### src/design/tof_pkg.sv
package tof_pkg;

  // ----------------------------------------------------------------
  // Register map (printed offsets are not all multiples of four, so the
  // printed value is an index and the byte address is four times it)
  // ----------------------------------------------------------------
  localparam logic [7:0]  TOF_IDX_MUX      = 8'h13;
  localparam logic [7:0]  TOF_IDX_RNDHOLD  = 8'h14;
  localparam logic [7:0]  TOF_IDX_CKSUM    = 8'h15;
  localparam logic [7:0]  TOF_IDX_TEST     = 8'h16;
  localparam logic [11:0] TOF_ADDR_MUX     = {2'b00, TOF_IDX_MUX, 2'b00};
  localparam logic [11:0] TOF_ADDR_RNDHOLD = {2'b00, TOF_IDX_RNDHOLD, 2'b00};
  localparam logic [11:0] TOF_ADDR_CKSUM   = {2'b00, TOF_IDX_CKSUM, 2'b00};
  localparam logic [11:0] TOF_ADDR_TEST    = {2'b00, TOF_IDX_TEST, 2'b00};

  // ----------------------------------------------------------------
  // Field positions
  // ----------------------------------------------------------------
  localparam int TOF_MUX_SYNC_LSB = 0;
  localparam int TOF_MUX_D_LSB    = 4;
  localparam int TOF_MUX_C_LSB    = 9;
  localparam int TOF_MUX_B_LSB    = 12;
  localparam int TOF_RH_RNDAB_LSB = 0;
  localparam int TOF_RH_OFFBIN    = 3;
  localparam int TOF_RH_HCAB      = 4;
  localparam int TOF_RH_HOLD_LSB  = 5;
  localparam int TOF_RH_RNDCD_LSB = 8;
  localparam int TOF_RH_QUIETCD   = 10;
  localparam int TOF_RH_HCCD      = 11;
  localparam int TOF_RH_XMTCD     = 12;
  localparam int TOF_RH_SUMIN     = 13;
  localparam int TOF_RH_XMTAB     = 14;

  // ----------------------------------------------------------------
  // Reset values
  // ----------------------------------------------------------------
  localparam logic [15:0] TOF_MUX_RST     = 16'h0007;
  localparam logic [15:0] TOF_RNDHOLD_RST = 16'h0000;
  localparam logic [15:0] TOF_TEST_RST    = 16'h0000;
  localparam logic [15:0] TOF_CKSUM_RST   = 16'h0000;
  localparam logic [15:0] TOF_LFSR_SEED   = 16'hace1;
  localparam int          TOF_FIFO_DEPTH  = 16;

  // Port D source codes.
  localparam logic [4:0] TOF_D_QUIET = 5'h00;
  localparam logic [4:0] TOF_D_ID    = 5'h01;
  localparam logic [4:0] TOF_D_QB    = 5'h02;
  localparam logic [4:0] TOF_D_IBLSB = 5'h04;
  localparam logic [4:0] TOF_D_QALSB = 5'h08;
  localparam logic [4:0] TOF_D_CCMP  = 5'h10;

  typedef struct packed {
    logic [15:0] ia;
    logic [15:0] qa;
    logic [15:0] ib;
    logic [15:0] qb;
    logic [15:0] ic;
    logic [15:0] qc;
    logic [15:0] id;
    logic [15:0] qd;
  } tof_chan_s;

  typedef struct packed {
    logic [15:0] a;
    logic [15:0] b;
    logic [15:0] c;
    logic [15:0] d;
  } tof_ports_s;

endpackage

### src/design/tof_fifo.sv
`timescale 1ns/1ps
module tof_fifo
#(
  parameter int WIDTH = 128,
  parameter int DEPTH = 16
)
(
  input  wire logic             pclk,
  input  wire logic             presetn,
  input  wire logic [WIDTH-1:0] in_data,
  input  wire logic             in_valid,
  output logic                  in_ready,
  output logic      [WIDTH-1:0] out_data,
  output logic                  out_valid,
  input  wire logic             out_ready
);
  localparam int AW = $clog2(DEPTH);

  typedef struct packed {
    logic [AW-1:0] wp;
    logic [AW-1:0] rp;
    logic [AW:0]   cnt;
  } tof_fifo_s;

  tof_fifo_s        st;
  tof_fifo_s        next_st;
  logic [WIDTH-1:0] mem [DEPTH];
  logic             push;
  logic             pop;

  assign in_ready  = (st.cnt != (AW+1)'(DEPTH));
  assign out_valid = (st.cnt != '0);
  assign out_data  = mem[st.rp];
  assign push      = in_valid && in_ready;
  assign pop       = out_valid && out_ready;

  always_comb
  begin
    next_st = st;
    if (push)
    begin
      next_st.wp = st.wp + 1'b1;
    end
    if (pop)
    begin
      next_st.rp = st.rp + 1'b1;
    end
    next_st.cnt = st.cnt + (AW+1)'(push) - (AW+1)'(pop);
  end

  always_ff @(posedge pclk or negedge presetn)
  begin
    if (!presetn)
    begin
      st <= '0;
    end
    else
    begin
      st <= next_st;
    end
  end

  always_ff @(posedge pclk)
  begin
    if (push)
    begin
      mem[st.wp] <= in_data;
    end
  end

  a_fifo_no_over: assert property (@(posedge pclk) disable iff (!presetn)
    st.cnt <= (AW+1)'(DEPTH))
    else $error("fifo count above depth");
endmodule

### src/design/tof_formatter.sv
`timescale 1ns/1ps
// Contract
// - Port D selects quiet, id, qb, ib low bits, qa low bits, or not-C.
// - Port C selects quiet, ic, ib or qa by codes 0, 1, 2, 4.
// - Port B selects quiet, ib, qa, ia low bit, or not-A.
// - Hold counter restarts by a three-bit sync select, default 7.
// - Ports A and B round to 16, 14, 12 bits or none.
// - Ports C and D round by one shared code, separate from A/B.
// - One bit picks offset binary or two's complement, default two's.
// - A/B interleave puts I then Q on A/B, halving the rate.
// - Each output sample is held hold plus one clocks; default zero.
// - Quiet bit silences the C/D output path.
// - C/D interleave time-multiplexes I and Q on C and D.
// - C/D direction bit: transmit when set, receive when clear.
// - Sum-input bit makes ports C and D inputs, else outputs.
// - A/B direction bit: transmit when set, receive when clear.
// - Sixteen-bit checksum register is read only.
// - Self-test uses pattern generator, timer sync and checksum compressor.
module tof_formatter
  import tof_pkg::*;
(
  input  wire logic        pclk,
  input  wire logic        presetn,
  input  wire logic        psel,
  input  wire logic        penable,
  input  wire logic        pwrite,
  input  wire logic [11:0] paddr,
  input  wire logic [31:0] pwdata,
  output logic      [31:0] prdata,
  output logic             pready,
  output logic             pslverr,
  input  wire tof_chan_s   chan_data,
  input  wire logic        chan_valid,
  output logic             chan_ready,
  input  wire logic [2:0]  sync_in,
  input  wire logic [15:0] port_c_in,
  input  wire logic [15:0] port_d_in,
  output logic      [15:0] output_port_a,
  output logic      [15:0] output_port_b,
  output logic      [15:0] output_port_c,
  output logic      [15:0] output_port_d,
  output logic             port_cd_oen,
  output logic      [31:0] sum_in_data,
  output logic             transmit_dir_pair_ab,
  output logic             transmit_dir_pair_cd
);

  // ----------------------------------------------------------------
  // State
  // ----------------------------------------------------------------
  typedef struct packed {
    logic [15:0] mux;
    logic [15:0] rh;
    logic [15:0] test;
    logic [15:0] cksum;
    logic [15:0] lfsr;
    logic [2:0]  hold_cnt;
    logic        phase;
    tof_ports_s  outp;
    logic        oen;
    logic [31:0] sumin;
    logic [31:0] rdata;
    logic        ready;
    logic        err;
    logic [2:0]  sync_q1;
    logic [2:0]  sync_q2;
    logic [31:0] cd_q1;
    logic [31:0] cd_q2;
    logic [3:0]  cfg_age;
  } tof_state_s;

  tof_state_s st;
  tof_state_s next_st;

  logic [2:0]  hold_sync_sel;
  logic [4:0]  port_d_source_select;
  logic [2:0]  port_c_source_select;
  logic [3:0]  port_b_source_select;
  logic [1:0]  round_width_pair_ab;
  logic [1:0]  round_width_pair_cd;
  logic        offset_binary;
  logic        iq_interleave_pair_ab;
  logic        iq_interleave_pair_cd;
  logic [2:0]  hold_len;
  logic        silence_pair_cd;
  logic        sum_input_mode;
  logic        self_test;
  tof_chan_s   fifo_data;
  logic        fifo_valid;
  logic        fifo_ready;
  tof_chan_s   src;
  logic        restart;
  logic        take;
  logic        access;
  logic [11:0] word_addr;
  tof_ports_s  raw;
  tof_ports_s  fmt;

  assign hold_sync_sel         = st.mux[TOF_MUX_SYNC_LSB +: 3];
  assign port_d_source_select  = st.mux[TOF_MUX_D_LSB +: 5];
  assign port_c_source_select  = st.mux[TOF_MUX_C_LSB +: 3];
  assign port_b_source_select  = st.mux[TOF_MUX_B_LSB +: 4];
  assign round_width_pair_ab   = st.rh[TOF_RH_RNDAB_LSB +: 2];
  assign round_width_pair_cd   = st.rh[TOF_RH_RNDCD_LSB +: 2];
  assign offset_binary         = st.rh[TOF_RH_OFFBIN];
  assign iq_interleave_pair_ab = st.rh[TOF_RH_HCAB];
  assign iq_interleave_pair_cd = st.rh[TOF_RH_HCCD];
  assign hold_len              = st.rh[TOF_RH_HOLD_LSB +: 3];
  assign silence_pair_cd       = st.rh[TOF_RH_QUIETCD];
  assign sum_input_mode        = st.rh[TOF_RH_SUMIN];
  assign self_test             = st.test[0];

  // ----------------------------------------------------------------
  // Sample buffer
  // ----------------------------------------------------------------
  tof_fifo #(.WIDTH($bits(tof_chan_s)), .DEPTH(TOF_FIFO_DEPTH)) u_fifo
  (
    .pclk      (pclk),
    .presetn   (presetn),
    .in_data   (chan_data),
    .in_valid  (chan_valid),
    .in_ready  (chan_ready),
    .out_data  (fifo_data),
    .out_valid (fifo_valid),
    .out_ready (fifo_ready)
  );

  // Round to the chosen width with saturation, then clear the low bits.
  function automatic logic [15:0] tof_round(input logic [15:0] v,
                                            input logic [1:0]  code);
    logic [16:0] sum;
    logic [15:0] half;
    logic [15:0] keep;
    half = 16'h0000;
    keep = 16'hffff;
    case (code)
      2'h2:
      begin
        half = 16'h0002;
        keep = 16'hfffc;
      end
      2'h3:
      begin
        half = 16'h0008;
        keep = 16'hfff0;
      end
      default:
      begin
        half = 16'h0000;
        keep = 16'hffff;
      end
    endcase
    sum = {v[15], v} + {1'b0, half};
    if (sum[16] != sum[15])
    begin
      tof_round = 16'h7fff & keep;
    end
    else
    begin
      tof_round = sum[15:0] & keep;
    end
  endfunction

  // ----------------------------------------------------------------
  // Data path
  // ----------------------------------------------------------------
  always_comb
  begin
    src = fifo_data;
    if (self_test)
    begin
      src = {8{st.lfsr}};
    end
    // A sync restarts the hold counter; 7 in the select means none.
    restart = (hold_sync_sel != 3'h7) && st.sync_q2[hold_sync_sel[1:0]];
    take = restart || (st.hold_cnt == hold_len);
    fifo_ready = take && !self_test;
    raw.a = (iq_interleave_pair_ab && st.phase) ? src.qa : src.ia;
    raw.b = (iq_interleave_pair_ab && st.phase) ? src.qb : src.ib;
    case (port_c_source_select)
      3'h1: raw.c = src.ic;
      3'h2: raw.c = src.ib;
      3'h4: raw.c = src.qa;
      default: raw.c = 16'h0000;
    endcase
    if (iq_interleave_pair_cd && st.phase && port_c_source_select == 3'h1)
    begin
      raw.c = src.qc;
    end
    case (port_b_source_select)
      4'h1: raw.b = iq_interleave_pair_ab && st.phase ? src.qb : src.ib;
      4'h2: raw.b = src.qa;
      4'h4: raw.b = {15'h0000, src.ia[0]};
      4'h8: raw.b = ~raw.a;
      default: raw.b = 16'h0000;
    endcase
    fmt.a = tof_round(raw.a, round_width_pair_ab);
    fmt.b = tof_round(raw.b, round_width_pair_ab);
    fmt.c = tof_round(raw.c, round_width_pair_cd);
    case (port_d_source_select)
      TOF_D_ID:    raw.d = (iq_interleave_pair_cd && st.phase) ? src.qd
                                                               : src.id;
      TOF_D_QB:    raw.d = src.qb;
      TOF_D_IBLSB: raw.d = {8'h00, src.ib[7:0]};
      TOF_D_QALSB: raw.d = {8'h00, src.qa[7:0]};
      TOF_D_CCMP:  raw.d = ~fmt.c;
      default:     raw.d = 16'h0000;
    endcase
    fmt.d = tof_round(raw.d, round_width_pair_cd);
    if (offset_binary)
    begin
      fmt.a[15] = ~fmt.a[15];
      fmt.b[15] = ~fmt.b[15];
      fmt.c[15] = ~fmt.c[15];
      fmt.d[15] = ~fmt.d[15];
    end
    if (silence_pair_cd)
    begin
      fmt.c = 16'h0000;
      fmt.d = 16'h0000;
    end
  end

  // ----------------------------------------------------------------
  // Register bus and state update
  // ----------------------------------------------------------------
  assign access    = psel && penable;
  assign word_addr = {2'b00, paddr[11:2]};

  always_comb
  begin
    next_st = st;
    next_st.sync_q1 = sync_in;
    next_st.sync_q2 = st.sync_q1;
    next_st.cd_q1 = {port_c_in, port_d_in};
    next_st.cd_q2 = st.cd_q1;
    next_st.hold_cnt = take ? 3'h0 : st.hold_cnt + 3'h1;
    if (take && (self_test || fifo_valid))
    begin
      next_st.outp = fmt;
      next_st.phase = restart ? 1'b0 : ~st.phase;
      next_st.lfsr = {st.lfsr[14:0],
                      st.lfsr[15] ^ st.lfsr[13] ^ st.lfsr[12] ^ st.lfsr[10]};
      // The checksum folds every new output word so one compare covers all.
      next_st.cksum = {st.cksum[14:0], st.cksum[15]}
                      ^ fmt.a ^ fmt.b ^ fmt.c ^ fmt.d;
    end
    next_st.oen = sum_input_mode;
    next_st.sumin = st.cd_q2;
    next_st.ready = psel && !penable;
    next_st.err = 1'b0;
    next_st.rdata = 32'h0000_0000;
    if (psel && !penable)
    begin
      next_st.err = !(word_addr == {4'h0, TOF_IDX_MUX}
                   || word_addr == {4'h0, TOF_IDX_RNDHOLD}
                   || word_addr == {4'h0, TOF_IDX_CKSUM}
                   || word_addr == {4'h0, TOF_IDX_TEST});
      case (word_addr)
        {4'h0, TOF_IDX_MUX}:     next_st.rdata = {16'h0000, st.mux};
        {4'h0, TOF_IDX_RNDHOLD}: next_st.rdata = {16'h0000, st.rh};
        {4'h0, TOF_IDX_CKSUM}:   next_st.rdata = {16'h0000, st.cksum};
        {4'h0, TOF_IDX_TEST}:    next_st.rdata = {16'h0000, st.test};
        default:                 next_st.rdata = 32'h0000_0000;
      endcase
    end
    if (access && pwrite && st.ready)
    begin
      case (word_addr)
        {4'h0, TOF_IDX_MUX}:     next_st.mux = pwdata[15:0];
        {4'h0, TOF_IDX_RNDHOLD}: next_st.rh = pwdata[15:0];
        {4'h0, TOF_IDX_TEST}:    next_st.test = {15'h0000, pwdata[0]};
        default:                 next_st.err = 1'b0;
      endcase
    end
    // Cycles since the last configuration change. The hold counter may
    // wrap once before it settles, so the period check waits on this.
    if (next_st.rh != st.rh || next_st.mux != st.mux)
    begin
      next_st.cfg_age = 4'h0;
    end
    else if (st.cfg_age != 4'hf)
    begin
      next_st.cfg_age = st.cfg_age + 4'h1;
    end
  end

  always_ff @(posedge pclk or negedge presetn)
  begin
    if (!presetn)
    begin
      st <= '0;
      st.mux <= TOF_MUX_RST;
      st.rh <= TOF_RNDHOLD_RST;
      st.test <= TOF_TEST_RST;
      st.cksum <= TOF_CKSUM_RST;
      st.lfsr <= TOF_LFSR_SEED;
    end
    else
    begin
      st <= next_st;
    end
  end

  // ----------------------------------------------------------------
  // Outputs
  // ----------------------------------------------------------------
  assign output_port_a        = st.outp.a;
  assign output_port_b        = st.outp.b;
  assign output_port_c        = st.outp.c;
  assign output_port_d        = st.outp.d;
  assign port_cd_oen          = st.oen;
  assign sum_in_data          = st.sumin;
  assign transmit_dir_pair_ab = st.rh[TOF_RH_XMTAB];
  assign transmit_dir_pair_cd = st.rh[TOF_RH_XMTCD];
  assign prdata               = st.rdata;
  assign pready               = st.ready;
  assign pslverr              = st.err;

  // ----------------------------------------------------------------
  // Checks
  // ----------------------------------------------------------------
  a_cksum_ro_write: assert property (@(posedge pclk) disable iff (!presetn)
    (access && pwrite && pready && word_addr == {4'h0, TOF_IDX_CKSUM}
     && !(take && (self_test || fifo_valid))) |=> $stable(st.cksum))
    else $error("checksum changed by a write");
  a_quiet_cd_zero: assert property (@(posedge pclk) disable iff (!presetn)
    (silence_pair_cd && take && fifo_valid) |=> output_port_c == 16'h0000)
    else $error("quiet C/D path not silent");
  a_hold_period: assert property (@(posedge pclk) disable iff (!presetn)
    (hold_sync_sel == 3'h7 && hold_len == 3'h2 && take
     && st.cfg_age >= 4'ha) |-> (!$past(take, 1) && !$past(take, 2)
     && $past(take, 3)))
    else $error("hold period wrong");
  a_sumin_dir: assert property (@(posedge pclk) disable iff (!presetn)
    $rose(sum_input_mode) |=> port_cd_oen)
    else $error("C/D direction not following sum-input");
  a_dir_ab_out: assert property (@(posedge pclk) disable iff (!presetn)
    (access && pwrite && pready && word_addr == {4'h0, TOF_IDX_RNDHOLD})
    |=> transmit_dir_pair_ab == $past(pwdata[TOF_RH_XMTAB]))
    else $error("A/B direction mismatch");
  a_dir_cd_out: assert property (@(posedge pclk) disable iff (!presetn)
    (access && pwrite && pready && word_addr == {4'h0, TOF_IDX_RNDHOLD})
    |=> transmit_dir_pair_cd == $past(pwdata[TOF_RH_XMTCD]))
    else $error("C/D direction mismatch");
  a_round_lsb_12: assert property (@(posedge pclk) disable iff (!presetn)
    (round_width_pair_ab == 2'h3 && take && fifo_valid && !offset_binary)
    |=> output_port_a[3:0] == 4'h0)
    else $error("A not rounded to 12 bits");
  a_port_c_quiet: assert property (@(posedge pclk) disable iff (!presetn)
    (port_c_source_select == 3'h0 && take && fifo_valid && !offset_binary)
    |=> output_port_c == 16'h0000)
    else $error("C not quiet for code 0");
  a_pready_once: assert property (@(posedge pclk) disable iff (!presetn)
    (psel && !penable) |=> pready ##1 !pready)
    else $error("pready not one cycle");
endmodule

### config.mk
export PLATFORM = sky130hd
export DESIGN_NAME = tof_formatter
export DESIGN_NICKNAME = d
export VERILOG_FILES = /design/src/design/tof_pkg.sv /design/src/design/tof_fifo.sv /design/src/design/tof_formatter.sv
export SDC_FILE = /design/constraint.sdc
export NUM_CORES = 2
export LEC_CHECK = 0
export ABC_CLOCK_PERIOD_IN_PS = 17100
export BUFFER_PORTS_ARGS = -buffer_cell sky130_fd_sc_hd__buf_2
export CELL_PAD_IN_SITES_DETAIL_PLACEMENT = 1
export CELL_PAD_IN_SITES_GLOBAL_PLACEMENT = 1
export CORE_MARGIN = 2
export CORE_UTILIZATION = 35
export CTS_CLUSTER_DIAMETER = 80
export DETAILED_ROUTE_END_ITERATION = 6
export PLACE_DENSITY_LB_ADDON = 0.1
export SETUP_SLACK_MARGIN = 0.1
export SLEW_MARGIN = 0
export SYNTH_ARGS = -nofsm -noshare
export SYNTH_HDL_FRONTEND = slang
export SYNTH_SLANG_ARGS = --single-unit
export TNS_END_PERCENT = 5
### constraint.sdc
create_clock -name pclk -period 17.1 [get_ports pclk]
set_input_delay 0.855 -clock pclk [delete_from_list [all_inputs] [get_ports pclk]]
set_output_delay 0.855 -clock pclk [all_outputs]
set_load 0.03 [all_outputs]
# ---- Word level (Yosys, flattened, before mapping)
# Memory sizes are Yosys's and may differ from the RTL's.
# Cells that the tools add are included.
dict set report totals {
  inputBits 213
  register_bits 283
  ram_bits 2048
  out_inout_bits 134
  mem_count 1
  elab_cells 136
}
# name words width rd rd_clocked_by_memory_dff write_ports line_no
set memory_table {}
lappend memory_table {u_fifo.mem 16 128 1 0 1 tof_fifo.sv:27} ;# logic [WIDTH-1:0] mem [DEPTH];
dict set report classes {
  eq_ne 27
  reduce_logical 25
  mux 32
  bitwise_logic 18
  add_sub_neg 9
  order_cmp 1
}
# operator count
set ops {}
lappend ops {{two-way mux 16 bit} 9}
lappend ops {{two-way mux 128 bit} 1}
lappend ops {{one-hot mux 16 bit (4 select lines)} 2}
lappend ops {{one-hot mux 16 bit (5 select lines)} 1}
lappend ops {{adder 17 x 16 -> 17 bit} 4}
lappend ops {{bitwise AND 16 bit} 4}
lappend ops {{XOR 16 bit} 4}
lappend ops {{one-hot mux 16 bit (3 select lines)} 1}
lappend ops {{== test 10 x 5 -> 1 bit, second input constant} 4}
lappend ops {{two-way mux 32 bit} 1}
lappend ops {{inverter 16 bit} 2}
lappend ops {{one-hot mux 4 bit (2 select lines)} 4}
lappend ops {{logical AND 1 bit} 12}
lappend ops {{two-way mux 1 bit} 11}
lappend ops {{adder 4 x 1 -> 4 bit, second input constant} 2}
lappend ops {{== test 2 bit, second input constant} 4}
lappend ops {{AND reduction 2 bit} 3}
lappend ops {{adder 5 x 1 -> 5 bit} 1}
lappend ops {{== test 5 x 1 -> 1 bit, second input constant} 1}
lappend ops {{== test 5 x 2 -> 1 bit, second input constant} 1}
lappend ops {{== test 5 x 3 -> 1 bit, second input constant} 1}
lappend ops {{== test 5 x 4 -> 1 bit, second input constant} 1}
lappend ops {{== test 5 bit, second input constant} 1}
lappend ops {{logical OR 1 bit} 5}
lappend ops {{21 further kinds} 32}

# ---- Longest topological paths before layout
# An unclocked memory read counts as a cell.
dict set report logic_depth {
  depth_word 17
  ltp_mapped 49
  mapped_depth_nobuf 35
}

# ---- Cells and area by module
# A second synthesis with hierarchy kept.
dict set report unflattened {
  hier_cells 5250
  hier_area_um2 93310.7
}
# module seq_area_each_um2 n_inst area_per_inst_um2 cells_per_inst
set modules_own_cells {}
lappend modules_own_cells {tof_fifo 61824.3 1 78770.5 3753}
lappend modules_own_cells {tof_formatter 6369.9 1 14540.2 1497}

# ---- Worst setup path after synthesis
# No wires, ideal clock.
dict set report synth_timing {
  path_type {reg-to-reg}
  startpoint {reg u_fifo.st[2] in the netlist's numbering}
  endpoint {mem u_fifo.mem[0][0] (enable)}
  slack_ns 3.064
  setup_ns 0.929
  required_time_ns 16.171
  synth_period_minus_slack_ns 14.036
  path_stages_with_launch 6
  arrival_time_ns 13.107
  path_buffers 0
  path_cell_list {dfrtp_1 -> inv_1 -> ha_1 -> nand3_1 -> nand2_1 -> nor4_1}
}
dict set report synth_between {
  elab_chain_len 4
}
# item line_no
set synth_rtl {}
lappend synth_rtl {{start, declared} tof_fifo.sv:25} ;# tof_fifo_s st;
lappend synth_rtl {{start signal, assigned} tof_fifo.sv:59} ;# st <= next_st;
lappend synth_rtl {{inequality test 5 bit} tof_fifo.sv:31} ;# assign in_ready = (st.cnt != (AW+1)'(DEPTH));
lappend synth_rtl {{via chan_ready} tof_formatter.sv:34} ;# output logic chan_ready,
lappend synth_rtl {{logical AND 1 bit} tof_fifo.sv:34} ;# assign push = in_valid && in_ready;
lappend synth_rtl {{two-way mux 1 bit} tof_fifo.sv:65} ;# if (push)
lappend synth_rtl {{two-way mux 1 bit (not written as such)} tof_fifo.sv:67} ;# mem[st.wp] <= in_data;
lappend synth_rtl {{end, declared} tof_fifo.sv:27}
# The timed path passes the listed nets, and every way through them passes these cells.

# ---- Worst setup path after layout
dict set report layout_timing {
  startpoint {reg u_fifo.st[6] in the netlist's numbering}
  endpoint {reg st[238] in the netlist's numbering}
}
dict set report layout_between {
  elab_chain_len 14
  elab_cells_between_ends 32
  classes_between {add/sub (4); eq/ne (4); mux (13); bitwise (10); memory (1)}
}
# item line_no
set layout_rtl {}
lappend layout_rtl {{memory read (16 x 128 bit) *} --}
lappend layout_rtl {{two-way mux 128 bit *} tof_formatter.sv:170} ;# if (self_test)
lappend layout_rtl {{one-hot mux 16 bit (3 select lines)} tof_formatter.sv:180} ;# case (port_c_source_select)
lappend layout_rtl {{two-way mux 16 bit} tof_formatter.sv:186} ;# if (iq_interleave_pair_cd && st.phase && port_c_source_select == 3'h1)
lappend layout_rtl {{adder 17 x 16 -> 17 bit} tof_formatter.sv:153} ;# sum = {v[15], v} + {1'b0, half};
lappend layout_rtl {{bitwise AND 16 bit or inequality test 1 bit (tied branches)} {tof_formatter.sv:160, tof_formatter.sv:154}}
lappend layout_rtl {{two-way mux 16 bit} tof_formatter.sv:154} ;# if (sum[16] != sum[15])
lappend layout_rtl {{inverter 16 bit} tof_formatter.sv:206} ;# TOF_D_CCMP: raw.d = ~fmt.c;
lappend layout_rtl {{one-hot mux 16 bit (5 select lines)} tof_formatter.sv:200} ;# case (port_d_source_select)
lappend layout_rtl {{adder 17 x 16 -> 17 bit} tof_formatter.sv:153}
lappend layout_rtl {{bitwise AND 16 bit or inequality test 1 bit (tied branches)} {tof_formatter.sv:160, tof_formatter.sv:154}}
lappend layout_rtl {{two-way mux 16 bit} tof_formatter.sv:154}
lappend layout_rtl {{two-way mux 32 bit} tof_formatter.sv:217} ;# if (silence_pair_cd)
lappend layout_rtl {{XOR 16 bit *} tof_formatter.sv:246} ;# ^ fmt.a ^ fmt.b ^ fmt.c ^ fmt.d;
lappend layout_rtl {{end signal, assigned} tof_formatter.sv:301} ;# st <= next_st;
lappend layout_rtl {{end, declared} tof_formatter.sv:72} ;# tof_state_s st;
# Every way passes the cells marked *; elsewhere a longest branch is shown, timed or not.
# A chain may end at the register's enable or synchronous reset.

==> impl_metrics.csv <==
group,metric,value,unit
outcome,status,"completed",
logic_synthesis,synth-xor-area-share,1.18,%
route,viasPerCell,5.45,
setup_path,r2r_slack,5850,ps
global_routing,grtUsageMet3,3.46,%
clock_tree,cts_buffer_depth,4,
logic_synthesis,synth_fa_ha_area_share,0.397,%
placement,dp_hpwl,183,mm
global_routing,met1_usage,31.0,%
sta,fin_crit,11250,ps
job,cap_violations,0,
sta,fin_tns_setup,0,ps
logic_synthesis,ys_ff_latch,2315,
global_routing,grt_util_all_layers,21.7,%
sta,finalSetupViolations,0,
floorplanning,fp-row-count,189,
layout,fin_util,40.1,%
sta,fmax,88.9,MHz
sta,finalHoldViolations,0,
global_routing,grt_max_degree,127,
clock_tree,cts_tree,"done",
clock_tree,cts.sinks,2315,
floorplanning,ioPinCount,347,
clock_tree,root_buffer,"clkbuf_16",
floorplanning,dieArea,0.271,mm²
clock_tree,clock_latency,900,ps
floorplanning,core,0.265,mm²
setup_path,cp-end-kind,"flip-flop",
layout,drive_gt1_share,28.0,%
layout,layout.nets,5390,
logic_synthesis,yosysWarnings,0,
logic_synthesis,netlist_area,0.0934,mm²
pwr,pwr_density_cell,168,mW/mm²
setup_path,arrival,11940,ps
logic_synthesis,yosysSeqAreaShare,73.0,%
sta,fin_crit_sh,65.8,%
pwr,vdd_drop_max,0.0000948,V
logic_synthesis,syn_inst,4795,
global_routing,first_global_vias,50900,
global_routing,grt.busiest_layer,"met2",
global_routing,grt_pass1_wl,415,mm
setup_path,path_max_fanout,53,
route,drc_errors,0,
route,ant_nets,0,
layout,syn_to_final_growth,13.8,%
min_path,hold_path.class,"input port to flip-flop",
global_routing,grt.overflow.total,0,
route,first_pass_iters,6,
logic_synthesis,synth_top_family_by_area,"multiplexers",
sta,maxSlewViolCount,0,
route,routed_wl,297,mm
clock_tree,htreeDepth,5,
logic_synthesis,syn-mean-instance-area,19.5,µm²
setup_path,slowest_stage,"a211oi_1",
clock_tree,cts_resized,0,
sta,fin_hold_ws,90.6,ps
sta,relSlewSlack,18.9,%
placement,place_congestion,0.898,
sta,finClkSkew,57.4,ps
setup_path,crit_type,"flip-flop to flip-flop",
sta,rsz0062_at_grt,"false",
logic_synthesis,synth_compound_area_share,3.86,%
setup_path,cp.required,17790,ps
global_routing,met2_usage,34.8,%
logic_synthesis,ys_types,114,
global_routing,antenna_found_initial,54,
clock_tree,cts_hold_buf,0,
sta,worst_pin_slew,1200,ps
route,drt_iter0_markers,4516,
placement,port_buffers,312,
logic_synthesis,synth_edf_count,2048,
floorplanning,initial_core_util,35.2,%
clock_tree,cts_buffers,268,
route,routed-via-count,48400,
clock_tree,post_cts_buffers,0,
setup_path,start_kind,"flip-flop",
pwr,p_leak,35.5,nW
route,routedWlPerCell,33.4,µm
logic_synthesis,synth_top_flop_cell,"edfxtp_1",
clock_tree,path_clk_slew,60,ps
floorplanning,die_y,521,µm
logic_synthesis,synthSimpleGateAreaFrac,3.57,%
setup_path,slowest_delay,1000,ps
logic_synthesis,synth_mux_area_share,15.0,%
floorplanning,die_w,521,µm
logic_synthesis,async_flop_share,11.5,%
[cells in the final DEF, fill, tap and decap left out, drive strengths merged, types with 32 or more instances in the layout]
cell type  instances
nor2             160
and2              32
inv               52
xnor2             81
mux2              76
mux2i            107
nand2            279
clkinv           109
mux4             534
buf              441
nor3              35
a22oi             46
dfrtp            256
a21oi             89
xor2              36
edfxtp          2048
o21ai            127
nand3             35
clkbuf           331
[flip-flops by register name, indices dropped and copies added (netlist names), 13 cells and up]
signal	count
next_st	68
output_port_a	16
output_port_b	16
output_port_c	16
output_port_d	16
prdata	16
st	42
sum_in_data	32
u_fifo.mem	2048
u_fifo.st	13
[Yosys cell counts, types with 29 or more instances]
master	n	area (µm²)
a21oi_1	89	445
a22oi_1	46	345
and2_1	32	200
buf_2	51	255
buf_4	176	1320
buf_6	35	394
clkbuf_1	78	293
dfrtp_1	256	6410
edfxtp_1	2048	61500
inv_1	31	116
mux2_2	76	856
mux2i_1	107	1070
mux4_2	512	11500
nand2_1	279	1050
nand3_1	35	175
nor2_1	157	589
nor3_1	32	160
o21ai_0	110	551
o22ai_1	29	181
xnor2_1	81	709
xor2_1	35	307
[area by class of cell]
type	count	area, µm²
Clock buffer	331	7060
Timing Repair Buffer	441	2670
Multi-Input combinational cell	2084	22700
Clock inverter	136	1120
Sequential cell	2315	68200
Fill cell	25500	159000
Antenna cell	9	22.5
Tap cell	3533	4420
Inverter	38	148
[final timing paths]
path                         startpoint                end  cells after the start
setup / recovery           u_fifo.st[6]            st[238]                     31
hold / removal             port_d_in[2]         next_st[6]                      1
setup reg to reg           u_fifo.st[6]            st[238]                     31
hold reg to reg             next_st[21]       next_st[125]                      0
max in group asynchronous       presetn  output_port_a[14]                      2
min in group asynchronous       presetn    sum_in_data[12]                      1
[power breakdown]
| part | internal, mW | switching, mW | total, mW | leakage, nW |
|---|---|---|---|---|
| combinational | 2.04 | 3.50 | 5.54 | 9.70 |
| clock | 3.09 | 2.33 | 5.42 | 4.01 |
| sequential | 6.74 | 0.195 | 6.94 | 21.8 |
| total | 11.9 | 6.02 | 17.9 | 35.5 |
[logic make-up after synthesis]
logic type,Yosys count
and+or+nand+nor,691
other,1
DFF,2315
adders and majority gates,29
AOI/OAI and AO/OA,511
buffers and inverters,411
xor gates and xnor gates,120
muxes,717
[routing by layer]
| layer | up-vias | routed length [µm] |
|---|---|---|
| li1 | 20100 | - |
| met1 | 26500 | 135000 |
| met2 | 1381 | 139000 |
| met3 | 443 | 15100 |
| met4 | 34 | 7020 |
| met5 | - | 226 |
[critical path, delay by kind of cell, from the launching register on]
kind | cells | cell delay [ps]
AOI/OAI and AO/OA | 12 | 3110
xor gates and xnor gates | 2 | 550
DFF | 1 | 590
muxes | 1 | 350
adders and majority gates | 3 | 1550
and+or+nand+nor | 8 | 2060
buffers and inverters | 5 | 2720
[through the flow]
| step | power, mW | area, µm² | setup WS (ps) | std cells |
|---|---|---|---|---|
| 6_report | 17.9 | 106000 | 5850 | 8887 |
| 3_5_place_dp | 12.7 | 98100 | 5970 | 8411 |
| 2_1_floorplan | 10.6 | 93400 | 3060 | 4810 |
| 3_3_place_gp | 12.7 | 98100 | 6020 | 8411 |
| 5_1_grt | 18.6 | 106000 | 5480 | 8880 |
| 4_1_cts | 18.2 | 106000 | 5920 | 8878 |
(Power assumes the default switching activity.)
